<file path="src/common/srnru_pkg.sv">
// Shared constants, types and register map for the shift and nibble rotate unit.
`default_nettype none
package srnru_pkg;

	////////////////////////////////////////////////////////////////////////////////
	// Register map, byte addresses on the APB side.
	localparam logic [7:0] ADDR_CMD = 8'h00;
	localparam logic [7:0] ADDR_STATUS = 8'h04;
	localparam logic [7:0] ADDR_GPR_LO = 8'h08;
	localparam logic [7:0] ADDR_GPR_HI = 8'h0C;
	localparam logic [7:0] ADDR_INDEX = 8'h10;
	localparam logic [7:0] ADDR_MEM_ADDR = 8'h14;
	localparam logic [7:0] ADDR_MEM_DATA = 8'h18;

	// Status word field positions.
	localparam int STS_BUSY = 0;
	localparam int STS_DONE = 1;
	localparam int STS_ILLEGAL = 2;
	localparam int STS_MCYC_LO = 8;
	localparam int STS_TST_LO = 16;

	// Reset values.
	localparam logic [7:0] RST_BYTE = 8'h00;
	localparam logic [15:0] RST_WORD = 16'h0000;
	localparam logic [31:0] RST_CMD = 32'h0000_0000;

	////////////////////////////////////////////////////////////////////////////////
	// Opcode bytes and fields.
	localparam logic [7:0] OPC_CB = 8'hCB;
	localparam logic [7:0] OPC_DD = 8'hDD;
	localparam logic [7:0] OPC_FD = 8'hFD;
	localparam logic [7:0] OPC_ED = 8'hED;
	localparam logic [7:0] OPC_ARITH_MEM = 8'h2E;
	localparam logic [7:0] OPC_LOGIC_MEM = 8'h3E;
	localparam logic [7:0] OPC_NIB_L = 8'h6F;
	localparam logic [7:0] OPC_NIB_R = 8'h67;
	localparam logic [4:0] SHF_ARITH_HI = 5'h05;
	localparam logic [4:0] SHF_LOGIC_HI = 5'h07;
	localparam logic [2:0] RSEL_H = 3'h4;
	localparam logic [2:0] RSEL_L = 3'h5;
	localparam logic [2:0] RSEL_MEM = 3'h6;
	localparam logic [2:0] RSEL_A = 3'h7;

	// Flag bit positions inside the flag byte.
	localparam int FLG_S = 7;
	localparam int FLG_Z = 6;
	localparam int FLG_H = 4;
	localparam int FLG_PV = 2;
	localparam int FLG_N = 1;
	localparam int FLG_C = 0;

	////////////////////////////////////////////////////////////////////////////////
	// Timing: clock states per machine cycle, first machine cycle in entry 0.
	localparam int unsigned TST_DIV = 2;
	localparam logic [5:0][2:0] TS_REG = {3'h0, 3'h0, 3'h0, 3'h0, 3'h4, 3'h4};
	localparam logic [5:0][2:0] TS_MEM = {3'h0, 3'h0, 3'h3, 3'h4, 3'h4, 3'h4};
	localparam logic [5:0][2:0] TS_IDX = {3'h3, 3'h4, 3'h5, 3'h3, 3'h4, 3'h4};
	localparam logic [5:0][2:0] TS_NIB = {3'h0, 3'h3, 3'h4, 3'h3, 3'h4, 3'h4};
	localparam logic [2:0] MC_REG = 3'h2;
	localparam logic [2:0] MC_MEM = 3'h4;
	localparam logic [2:0] MC_IDX = 3'h6;
	localparam logic [2:0] MC_NIB = 3'h5;
	localparam logic [2:0] RDC_MEM = 3'h2;
	localparam logic [2:0] RDC_IDX = 3'h4;
	localparam logic [2:0] RDC_NIB = 3'h2;

	// Operand memory.
	localparam int MEM_AW = 8;
	localparam int MEM_DEPTH = 256;

	////////////////////////////////////////////////////////////////////////////////
	typedef enum logic [1:0] {OPK_ARITH, OPK_LOGIC, OPK_NIB_L, OPK_NIB_R} srnru_op_e;
	typedef enum logic [1:0] {FORM_REG, FORM_MEM, FORM_IDX, FORM_NIB} srnru_form_e;
	typedef enum logic [1:0] {ST_IDLE, ST_DECODE, ST_RUN} srnru_state_e;

	typedef struct packed {
		logic legal;
		srnru_op_e op;
		srnru_form_e form;
		logic [2:0] rsel;
		logic use_second;
		logic [7:0] disp;
	} srnru_instr_s;

endpackage : srnru_pkg
`default_nettype wire

</file>
<file path="src/design/srnru_mem.sv">
// Operand memory with registered read data.
`default_nettype none
module srnru_mem
	import srnru_pkg::*;
(
	input wire logic pclk,
	input wire logic presetn,
	input wire logic we,
	input wire logic [MEM_AW-1:0] addr,
	input wire logic [7:0] wdata,
	output logic [7:0] rdata
);

	logic [7:0] store [MEM_DEPTH];
	logic [7:0] next_rdata;

	always_comb
	begin
		next_rdata = store[addr];
	end

	always_ff @(posedge pclk)
	begin
		if (we)
		begin
			store[addr] <= wdata;
		end
	end

	always_ff @(posedge pclk or negedge presetn)
	begin
		if (!presetn)
		begin
			rdata <= RST_BYTE;
		end
		else
		begin
			rdata <= next_rdata;
		end
	end

endmodule : srnru_mem
`default_nettype wire

</file>
<file path="src/design/srnru_top.sv">
// Shift right and nibble rotate execution unit with APB register access.
//
// Added by the designer: the APB register port and the register addresses.
`default_nettype none
module srnru_top
	import srnru_pkg::*;
(
	input wire logic pclk,
	input wire logic presetn,
	input wire logic psel,
	input wire logic penable,
	input wire logic pwrite,
	input wire logic [7:0] paddr,
	input wire logic [31:0] pwdata,
	input wire logic [3:0] pstrb,
	output logic [31:0] prdata,
	output logic pready,
	output logic pslverr
);

	////////////////////////////////////////////////////////////////////////////////
	// Helper functions.

	function automatic srnru_instr_s decode(input logic [31:0] cmd);
		srnru_instr_s d;
		logic [7:0] b0;
		logic [7:0] b1;
		logic [7:0] b3;
		d = '0;
		b0 = cmd[7:0];
		b1 = cmd[15:8];
		b3 = cmd[31:24];
		if (b0 == OPC_CB && (b1[7:3] == SHF_ARITH_HI || b1[7:3] == SHF_LOGIC_HI))
		begin
			d.legal = 1'b1;
			d.op = (b1[7:3] == SHF_LOGIC_HI) ? OPK_LOGIC : OPK_ARITH;
			d.rsel = b1[2:0];
			d.form = (b1[2:0] == RSEL_MEM) ? FORM_MEM : FORM_REG;
		end
		else if ((b0 == OPC_DD || b0 == OPC_FD) && b1 == OPC_CB
			&& (b3 == OPC_ARITH_MEM || b3 == OPC_LOGIC_MEM))
		begin
			d.legal = 1'b1;
			d.op = (b3 == OPC_LOGIC_MEM) ? OPK_LOGIC : OPK_ARITH;
			d.form = FORM_IDX;
			d.rsel = RSEL_MEM;
			d.use_second = (b0 == OPC_FD);
			d.disp = cmd[23:16];
		end
		else if (b0 == OPC_ED && (b1 == OPC_NIB_L || b1 == OPC_NIB_R))
		begin
			d.legal = 1'b1;
			d.op = (b1 == OPC_NIB_L) ? OPK_NIB_L : OPK_NIB_R;
			d.form = FORM_NIB;
			d.rsel = RSEL_MEM;
		end
		return d;
	endfunction : decode

	function automatic logic [2:0] m_len(input srnru_form_e f, input logic [2:0] i);
		logic [2:0] n;
		unique case (f)
			FORM_REG: n = TS_REG[i];
			FORM_MEM: n = TS_MEM[i];
			FORM_IDX: n = TS_IDX[i];
			FORM_NIB: n = TS_NIB[i];
		endcase
		return n;
	endfunction : m_len

	function automatic logic [2:0] m_cnt(input srnru_form_e f);
		logic [2:0] n;
		unique case (f)
			FORM_REG: n = MC_REG;
			FORM_MEM: n = MC_MEM;
			FORM_IDX: n = MC_IDX;
			FORM_NIB: n = MC_NIB;
		endcase
		return n;
	endfunction : m_cnt

	function automatic logic [2:0] rd_cyc(input srnru_form_e f);
		logic [2:0] n;
		unique case (f)
			FORM_REG: n = MC_REG;
			FORM_MEM: n = RDC_MEM;
			FORM_IDX: n = RDC_IDX;
			FORM_NIB: n = RDC_NIB;
		endcase
		return n;
	endfunction : rd_cyc

	// Half-carry and subtract stay zero because only the named flags are set.
	function automatic logic [7:0] mk_flags(input logic [7:0] v, input logic s_en,
		input logic c);
		logic [7:0] f;
		f = '0;
		f[FLG_S] = s_en & v[7];
		f[FLG_Z] = (v == RST_BYTE);
		f[FLG_PV] = ~^v;
		f[FLG_C] = c;
		return f;
	endfunction : mk_flags

	function automatic logic [31:0] merge(input logic [31:0] old, input logic [31:0] nw,
		input logic [3:0] strb);
		logic [31:0] m;
		m = old;
		for (int i = 0; i < 4; i++)
		begin
			if (strb[i])
			begin
				m[8*i +: 8] = nw[8*i +: 8];
			end
		end
		return m;
	endfunction : merge

	////////////////////////////////////////////////////////////////////////////////
	// State. Byte 6 of the register file holds the flags, since code 110 never selects it.

	srnru_state_e state, next_state;
	logic [31:0] cmd, next_cmd;
	srnru_instr_s instr, next_instr;
	logic [7:0][7:0] gpr, next_gpr;
	logic [15:0] ix, next_ix;
	logic [15:0] iy, next_iy;
	logic [7:0] mem_addr, next_mem_addr;
	logic [15:0] op_addr, next_op_addr;
	logic [2:0] mcyc, next_mcyc;
	logic [2:0] tcnt, next_tcnt;
	logic [2:0] mtot, next_mtot;
	logic [4:0] ttot, next_ttot;
	logic [3:0] tdiv, next_tdiv;
	logic done, next_done;
	logic illegal, next_illegal;
	logic [7:0] res, next_res;
	logic [7:0] res_acc, next_res_acc;
	logic [7:0] res_flg, next_res_flg;
	logic [31:0] next_prdata;
	logic next_pready;
	logic next_pslverr;

	logic [7:0] mem_rdata;
	logic mem_we;
	logic [MEM_AW-1:0] mem_a;
	logic [7:0] mem_wdata;

	srnru_mem u_mem (
		.pclk(pclk),
		.presetn(presetn),
		.we(mem_we),
		.addr(mem_a),
		.wdata(mem_wdata),
		.rdata(mem_rdata)
	);

	////////////////////////////////////////////////////////////////////////////////
	// Result computation from the current operand.

	logic [7:0] src, c_res, c_acc, c_flg;
	logic busy, t_en, acc;

	always_comb
	begin
		busy = (state != ST_IDLE);
		t_en = (tdiv == 4'(TST_DIV - 1));
		acc = psel & penable & ~pready;
		src = (instr.form == FORM_REG) ? gpr[instr.rsel] : mem_rdata;
		c_acc = gpr[RSEL_A];
		unique case (instr.op)
			OPK_ARITH:
			begin
				c_res = {src[7], src[7:1]};
				c_flg = mk_flags(c_res, 1'b1, src[0]);
			end
			OPK_LOGIC:
			begin
				c_res = {1'b0, src[7:1]};
				c_flg = mk_flags(c_res, 1'b0, src[0]);
			end
			OPK_NIB_L:
			begin
				c_res = {src[3:0], gpr[RSEL_A][3:0]};
				c_acc = {gpr[RSEL_A][7:4], src[7:4]};
				c_flg = mk_flags(c_acc, 1'b1, gpr[RSEL_MEM][FLG_C]);
			end
			OPK_NIB_R:
			begin
				c_res = {gpr[RSEL_A][3:0], src[7:4]};
				c_acc = {gpr[RSEL_A][7:4], src[3:0]};
				c_flg = mk_flags(c_acc, 1'b1, gpr[RSEL_MEM][FLG_C]);
			end
		endcase
	end

	////////////////////////////////////////////////////////////////////////////////
	// Sequencer, register file and APB slave.

	always_comb
	begin
		next_state = state;
		next_cmd = cmd;
		next_instr = instr;
		next_gpr = gpr;
		next_ix = ix;
		next_iy = iy;
		next_mem_addr = mem_addr;
		next_op_addr = op_addr;
		next_mcyc = mcyc;
		next_tcnt = tcnt;
		next_mtot = mtot;
		next_ttot = ttot;
		next_tdiv = t_en ? 4'h0 : tdiv + 4'h1;
		next_done = done;
		next_illegal = illegal;
		next_res = res;
		next_res_acc = res_acc;
		next_res_flg = res_flg;
		next_prdata = prdata;
		next_pready = acc;
		next_pslverr = 1'b0;
		mem_we = 1'b0;
		mem_a = busy ? op_addr[MEM_AW-1:0] : mem_addr;
		mem_wdata = pwdata[7:0];

		unique case (state)
			ST_IDLE:
			begin
			end
			ST_DECODE:
			begin
				next_instr = decode(cmd);
				if (!next_instr.legal)
				begin
					next_illegal = 1'b1;
					next_done = 1'b1;
					next_state = ST_IDLE;
				end
				else
				begin
					if (next_instr.form == FORM_IDX)
					begin
						next_op_addr = (next_instr.use_second ? iy : ix)
							+ {{8{next_instr.disp[7]}}, next_instr.disp};
					end
					else
					begin
						next_op_addr = {gpr[RSEL_H], gpr[RSEL_L]};
					end
					next_state = ST_RUN;
				end
				next_tdiv = 4'h0;
				next_mcyc = 3'h0;
				next_tcnt = 3'h0;
			end
			ST_RUN:
			begin
				if (t_en)
				begin
					next_ttot = ttot + 5'h1;
					if (tcnt == m_len(instr.form, mcyc) - 3'h1)
					begin
						next_tcnt = 3'h0;
						next_mtot = mtot + 3'h1;
						next_mcyc = mcyc + 3'h1;
						if (mcyc == rd_cyc(instr.form))
						begin
							next_res = c_res;
							next_res_acc = c_acc;
							next_res_flg = c_flg;
						end
						if (mcyc == m_cnt(instr.form) - 3'h1)
						begin
							next_state = ST_IDLE;
							next_done = 1'b1;
							if (instr.form == FORM_REG)
							begin
								next_gpr[instr.rsel] = c_res;
								next_gpr[RSEL_MEM] = c_flg;
							end
							else
							begin
								mem_we = 1'b1;
								mem_wdata = res;
								next_gpr[RSEL_MEM] = res_flg;
								if (instr.form == FORM_NIB)
								begin
									next_gpr[RSEL_A] = res_acc;
								end
							end
						end
					end
					else
					begin
						next_tcnt = tcnt + 3'h1;
					end
				end
			end
		endcase

		if (acc)
		begin
			if (pwrite)
			begin
				if (busy || paddr == ADDR_STATUS)
				begin
					next_pslverr = 1'b1;
				end
				else
				begin
					unique case (paddr)
						ADDR_CMD:
						begin
							next_cmd = merge(cmd, pwdata, pstrb);
							next_state = ST_DECODE;
							next_done = 1'b0;
							next_illegal = 1'b0;
							next_mtot = 3'h0;
							next_ttot = 5'h0;
						end
						ADDR_GPR_LO:
						begin
							{next_gpr[0], next_gpr[1], next_gpr[2], next_gpr[3]} =
								merge({gpr[0], gpr[1], gpr[2], gpr[3]}, pwdata, pstrb);
						end
						ADDR_GPR_HI:
						begin
							{next_gpr[RSEL_H], next_gpr[RSEL_L], next_gpr[RSEL_A],
								next_gpr[RSEL_MEM]} = merge({gpr[RSEL_H], gpr[RSEL_L],
								gpr[RSEL_A], gpr[RSEL_MEM]}, pwdata, pstrb);
						end
						ADDR_INDEX:
						begin
							{next_iy, next_ix} = merge({iy, ix}, pwdata, pstrb);
						end
						ADDR_MEM_ADDR:
						begin
							next_mem_addr = pstrb[0] ? pwdata[7:0] : mem_addr;
						end
						ADDR_MEM_DATA:
						begin
							mem_we = pstrb[0];
						end
						default:
						begin
							next_pslverr = 1'b1;
						end
					endcase
				end
			end
			else
			begin
				next_prdata = '0;
				unique case (paddr)
					ADDR_CMD: next_prdata = cmd;
					ADDR_STATUS:
					begin
						next_prdata[STS_BUSY] = busy;
						next_prdata[STS_DONE] = done;
						next_prdata[STS_ILLEGAL] = illegal;
						next_prdata[STS_MCYC_LO +: 3] = mtot;
						next_prdata[STS_TST_LO +: 5] = ttot;
					end
					ADDR_GPR_LO: next_prdata = {gpr[0], gpr[1], gpr[2], gpr[3]};
					ADDR_GPR_HI:
					begin
						next_prdata = {gpr[RSEL_H], gpr[RSEL_L], gpr[RSEL_A], gpr[RSEL_MEM]};
					end
					ADDR_INDEX: next_prdata = {iy, ix};
					ADDR_MEM_ADDR: next_prdata[7:0] = mem_addr;
					ADDR_MEM_DATA:
					begin
						if (busy)
						begin
							next_pslverr = 1'b1;
						end
						else
						begin
							next_prdata[7:0] = mem_rdata;
						end
					end
					default: next_pslverr = 1'b1;
				endcase
			end
		end
	end

	always_ff @(posedge pclk or negedge presetn)
	begin
		if (!presetn)
		begin
			state <= ST_IDLE;
			cmd <= RST_CMD;
			instr <= '0;
			gpr <= '0;
			ix <= RST_WORD;
			iy <= RST_WORD;
			mem_addr <= RST_BYTE;
			op_addr <= RST_WORD;
			mcyc <= 3'h0;
			tcnt <= 3'h0;
			mtot <= 3'h0;
			ttot <= 5'h00;
			tdiv <= 4'h0;
			done <= 1'b0;
			illegal <= 1'b0;
			res <= RST_BYTE;
			res_acc <= RST_BYTE;
			res_flg <= RST_BYTE;
			prdata <= RST_CMD;
			pready <= 1'b0;
			pslverr <= 1'b0;
		end
		else
		begin
			state <= next_state;
			cmd <= next_cmd;
			instr <= next_instr;
			gpr <= next_gpr;
			ix <= next_ix;
			iy <= next_iy;
			mem_addr <= next_mem_addr;
			op_addr <= next_op_addr;
			mcyc <= next_mcyc;
			tcnt <= next_tcnt;
			mtot <= next_mtot;
			ttot <= next_ttot;
			tdiv <= next_tdiv;
			done <= next_done;
			illegal <= next_illegal;
			res <= next_res;
			res_acc <= next_res_acc;
			res_flg <= next_res_flg;
			prdata <= next_prdata;
			pready <= next_pready;
			pslverr <= next_pslverr;
		end
	end

endmodule : srnru_top
`default_nettype wire

</file>
<file path="config.mk">
export PLATFORM = sky130hd
export DESIGN_NAME = srnru_top
export DESIGN_NICKNAME = d
export VERILOG_FILES = /design/src/common/srnru_pkg.sv /design/src/design/srnru_mem.sv /design/src/design/srnru_top.sv
export SDC_FILE = /design/constraint.sdc
export NUM_CORES = 2
export LEC_CHECK = 0
export BUFFER_PORTS_ARGS = -buffer_cell sky130_fd_sc_hd__clkbuf_2
export CAP_MARGIN = 20
export CORE_UTILIZATION = 38
export CTS_BUF_LIST = sky130_fd_sc_hd__clkbuf_8
export DETAILED_ROUTE_END_ITERATION = 10
export PLACE_DENSITY = 0.52
export SETUP_SLACK_MARGIN = 0.2
export SLEW_MARGIN = 10
export SYNTH_ARGS = -nofsm -noshare
export SYNTH_HDL_FRONTEND = slang
export SYNTH_SLANG_ARGS = --single-unit
</file>
<file path="constraint.sdc">
create_clock -name pclk -period 16.1 [get_ports pclk]
set_input_delay 3.22 -clock pclk [delete_from_list [all_inputs] [get_ports pclk]]
set_output_delay 3.22 -clock pclk [all_outputs]
set_load 0.1 [all_outputs]
</file>
==> run summary <==
CTS built an H-tree with a depth of 5. The clock edge transition at the registers on the reported setup and hold paths is 0.06 ns. Counting the buffers created by CTS gives 395.

The minimum setup slack after placement came out at 8.44 ns. The total leakage power came out at 33.4 nW. The number of gates on the worst path with buffers counted came out at 8. The hold-critical path depth is 2.

The number of slew-limit violations in the final report came out at 0. The fraction of the cycle the final worst path needs came out at 41.5%. The sum of negative setup slack is 0 ns.

The first-pass iteration count of the detailed router came out at 9. The placed wire-length estimate after detailed placement came out at 207 mm. The first-pass GRT wire length came out at 446 mm. The multi-input combinational cell area came out at 23,700 sq um. For this design, the CTS-stage hold fixing added 0 buffers. In this run the most critical hold path is launched from prdata[13]. The synthesis-to-layout area growth came out at 12.8%. The startpoint type of the worst setup path is a primary input. The worst register-to-register path has a setup slack of 9.56 ns. The worst max-slew margin expressed relative to the limit is 11.1%. Of the cells placed in the final design, the portion with a size suffix greater than 1 is 22.7%. The cell family contributing the most delay on the critical path is simple AND/OR/NAND/NOR gates. The number of antenna violations at the first check in global routing is 17. The required arrival time at the worst endpoint came out at 16.80 ns. The quantity of gates resized following cts came out at 0. The yosys synthesis warning count came out at 0. The number of buffers added for setup after CTS is 0. The largest stage delay on the critical path came out at 1.09 ns.

The root cell of the clock tree is clkbuf_8. Per report_power, the clock group accounts for 42.8% of the total. The finished layout cell area is 104,000 sq um.

The layout has 21,300 filler cells. The mapped cell area is 92,300 sq um. The count of flip-flops with a built-in enable after synthesis is 2,048. In this run the critical register-to-register path is launched from state[0]. The clock latency reported for the late side of the worst-skew pair is 1.12 ns. Of all nets on the critical path, the largest fanout is 22.

The total via count in the routed design came out at 54,700. The clock sink count is 2,283. The share of synthesized area occupied by flip-flops and latches came out at 73.0%.

The net switching fraction of the power is 22.6%. For this design the total switching power over the nets is 0.00266 W. The standard cell area after detailed placement came out at 96,800 sq um. In this run, the combinational gates consume 2.4% of the power.

The endpoint identified for the worst register-to-register timing path is u_mem.rdata[1]. The highest-delay cell along the critical path is nand3_2. The number of top-level pins is 83. The weighted congestion at the end of routability-driven global placement came out at 0.985. Power spread over the standard cell area amounts to 113 nW/um^2. The maximum number of pins on one net before global-route repair is 157.

The critical path in this run is classified as primary input to flop. The data arrival time at the worst-slack endpoint came out at 7.38 ns. For this run, the post-layout net count is 5,686. The starting density of the core is 38.3%. The core region area came out at 241,000 sq um. The cell that appears most often on the critical path is nor2_1. The count of different cell masters after synthesis is 75. The number of storage elements in the synthesis netlist is 2,283.

The share of the core filled with cells in the final layout came out at 43.2%. The via count of the first global-routing pass is 54,100. The row count is 180. For this run, the leading register cell type out of synthesis is edfxtp_1.

For this block, the initial DRC count from the detailed router was 7,352. The number of hold violations in the final report came out at 0. The internal power component came out at 0.00915 W. The worst path setup slack after routing came out at 9.42 ns. For the worst flop-to-flop path, the logic depth is 13. The shortest clock period the worst path allows after layout came out at 6.68 ns.

The height of the die is 495 microns. The routed design has 323 mm of wire. Global routing used 26.3% of the available tracks across all layers.

The area of the die is 245,000 sq um. The post-synthesis instance total is 5,310. The critical path buffer and inverter count is 1.

The overall overflow remaining after global route is 0. In the routed design, unresolved DRC markers number 0. VDD sags by at most 82.2 uV. The CTS tree is done.

The worst-case clock skew came out at 0.112 ns. The overall die width is 495 microns. For the pin with the worst max-slew slack, the measured transition is 1.33 ns.

The total of endpoints with negative setup slack in the final report is 0. The share of flip-flops with an asynchronous set or reset after synthesis is 10.3%. The flow ran to the end, and the final reports show no timing, DRC or antenna violations. The via density per instance is 6.02. The end of the worst hold path is prdata[13]. The clock passes through at most 4 buffers.

The power share of the sequential group came out at 54.9%. The wire length per cell came out at 35.5 microns. The count of buffers from port buffering is 82. The worst hold path class is flop to flop.

Synthesis produced a netlist with a net count of 5,391. The post-synthesis area per instance came out at 17.4 sq um. Setup repair after global routing left no endpoint under its margin.

The number of antenna-violating nets in the routed design came out at 0. Traced cell by cell, the critical path runs through clkbuf_2 > nor4_1 > nand2_1 > nand4_1 > nor2_1 > mux2_2 > nand3_2 > nor2_1. The top achievable clock speed is 150 MHz. In the final layout, flip-flops and latches occupy 67,400 sq um. The count of maximum capacitance violations is 0. STA classifies the critical path endpoint as a flop.
==> layer usage <==
metal | vias up | track usage (%) | part of all wire, %
met5 | - | 0.0587 | 0.0090
met4 | 4 | 13.9 | 5.7
met3 | 693 | 6.66 | 9.5
met2 | 3307 | 39.3 | 45
met1 | 28800 | 35.3 | 40
li1 | 21900 | - | -
==> worst register-to-register path, cell delays in order, from the launching register on <==
cell and delay [ns]:
dfrtp_1 0.40, inv_1 0.09, ha_2 0.16, buf_4 0.49
mux2_8 0.76, buf_12 0.65, buf_4 0.63, buf_4 0.78
mux4_2 0.61, a22oi_1 0.36, o2111ai_1 0.28, or4_1 0.46
nor3_1 0.55, nand4_1 0.17
==> cell type report <==
class | count | area share, %
Sequential cell | 2283 | 64.7
Multi-Input combinational cell | 2659 | 22.8
Clock buffer | 413 | 5.46
Tap cell | 3185 | 3.83
Clock inverter | 277 | 1.57
Timing Repair Buffer | 217 | 1.51
Inverter | 49 | 0.177
Antenna cell | 6 | 0.0144
==> worst max path at each step <==
stage                         start                   to  slack, ns
after floorplan           pwdata[6]    u_mem.store[0][6]       0.74
after global placement     paddr[4]  u_mem.store[206][0]       8.49
after detailed placement   paddr[4]  u_mem.store[198][1]       8.44
after CTS                  state[0]       u_mem.rdata[0]       9.40
after global routing       state[0]       u_mem.rdata[1]       9.07
final                      paddr[4]  u_mem.store[167][0]       9.42
==> placed cells by master, fill, tap and decap left out, types with 50 or more instances in the layout <==
cell      synthesis  final
nand4_1          55     55
dfrtp_1         235    235
inv_1            49    146
nand3_1         184    170
nand2_1         471    471
mux4_2          461    461
nor2_1          431    422
clkinv_2          0     67
a31oi_1          50     50
mux2_2          100     90
clkinv_1          0     83
mux2i_1          91     88
buf_4            21    121
clkbuf_2          0     81
a21oi_1         107    107
clkbuf_8          0    413
a22oi_1          81     80
edfxtp_1       2048   2048
o21ai_0          90     86
==> sequential cells by signal, summed over array words and instances, names as in the netlist, 2 cells and up <==
register and count:
u_mem.store 2048, gpr 64, cmd 32, prdata 32, ix 16, iy 16
mem_addr 8, op_addr 8, res 8, res_acc 8, u_mem.rdata 8, instr 7
ttot 5, res_flg 4, tdiv 4, mcyc 3, mtot 3, tcnt 3
state 2
==> cells by family after synthesis <==
group | share of synthesized area [%]
flops | 73.0
buf+inv | 1.77
fa+ha+maj | 0.442
simple gates | 6.27
mux | 13.5
compound gates | 4.80
xor+xnor | 0.247
==> synth_stat cells, drive strengths merged (30+ instances only) <==
library cell  count  area [sq um]
edfxtp         2048         61500
mux4            461         10400
dfrtp           235          5880
o21ai            99           495
a211oi           32           240
a21oi           107           536
buf             124           722
o22ai            36           225
a31oi            50           313
and3             30           188
nand3           184           921
inv              49           184
nor2            431          1620
nor3             32           160
nand4            55           344
mux2            101          1140
a32oi            37           324
nand2           471          1770
mux2i            91           911
ha               31           388
a22oi            81           608
a22o             35           307
clkbuf          195           732
==> metrics by stage <==
step	std cells	total power (W)	hold WS (ns)
6_report	9089	0.0118	0.480
4_1_cts	9081	0.0119	0.486
3_3_place_gp	8388	0.00688	0.462
5_1_grt	9084	0.0122	0.498
2_1_floorplan	5310	0.00675	0.444
3_5_place_dp	8391	0.00688	0.473
==> power groups by stage <==
stage	logic, W	clock network [W]	registers [W]
2_1_floorplan	0.0000843	0	0.00666
3_3_place_gp	0.000283	0	0.00660
3_5_place_dp	0.000283	0	0.00660
4_1_cts	0.000282	0.00513	0.00648
5_1_grt	0.000293	0.00539	0.00648
6_report	0.000280	0.00505	0.00648
No activity file was read; power rests on OpenSTA's default activity.
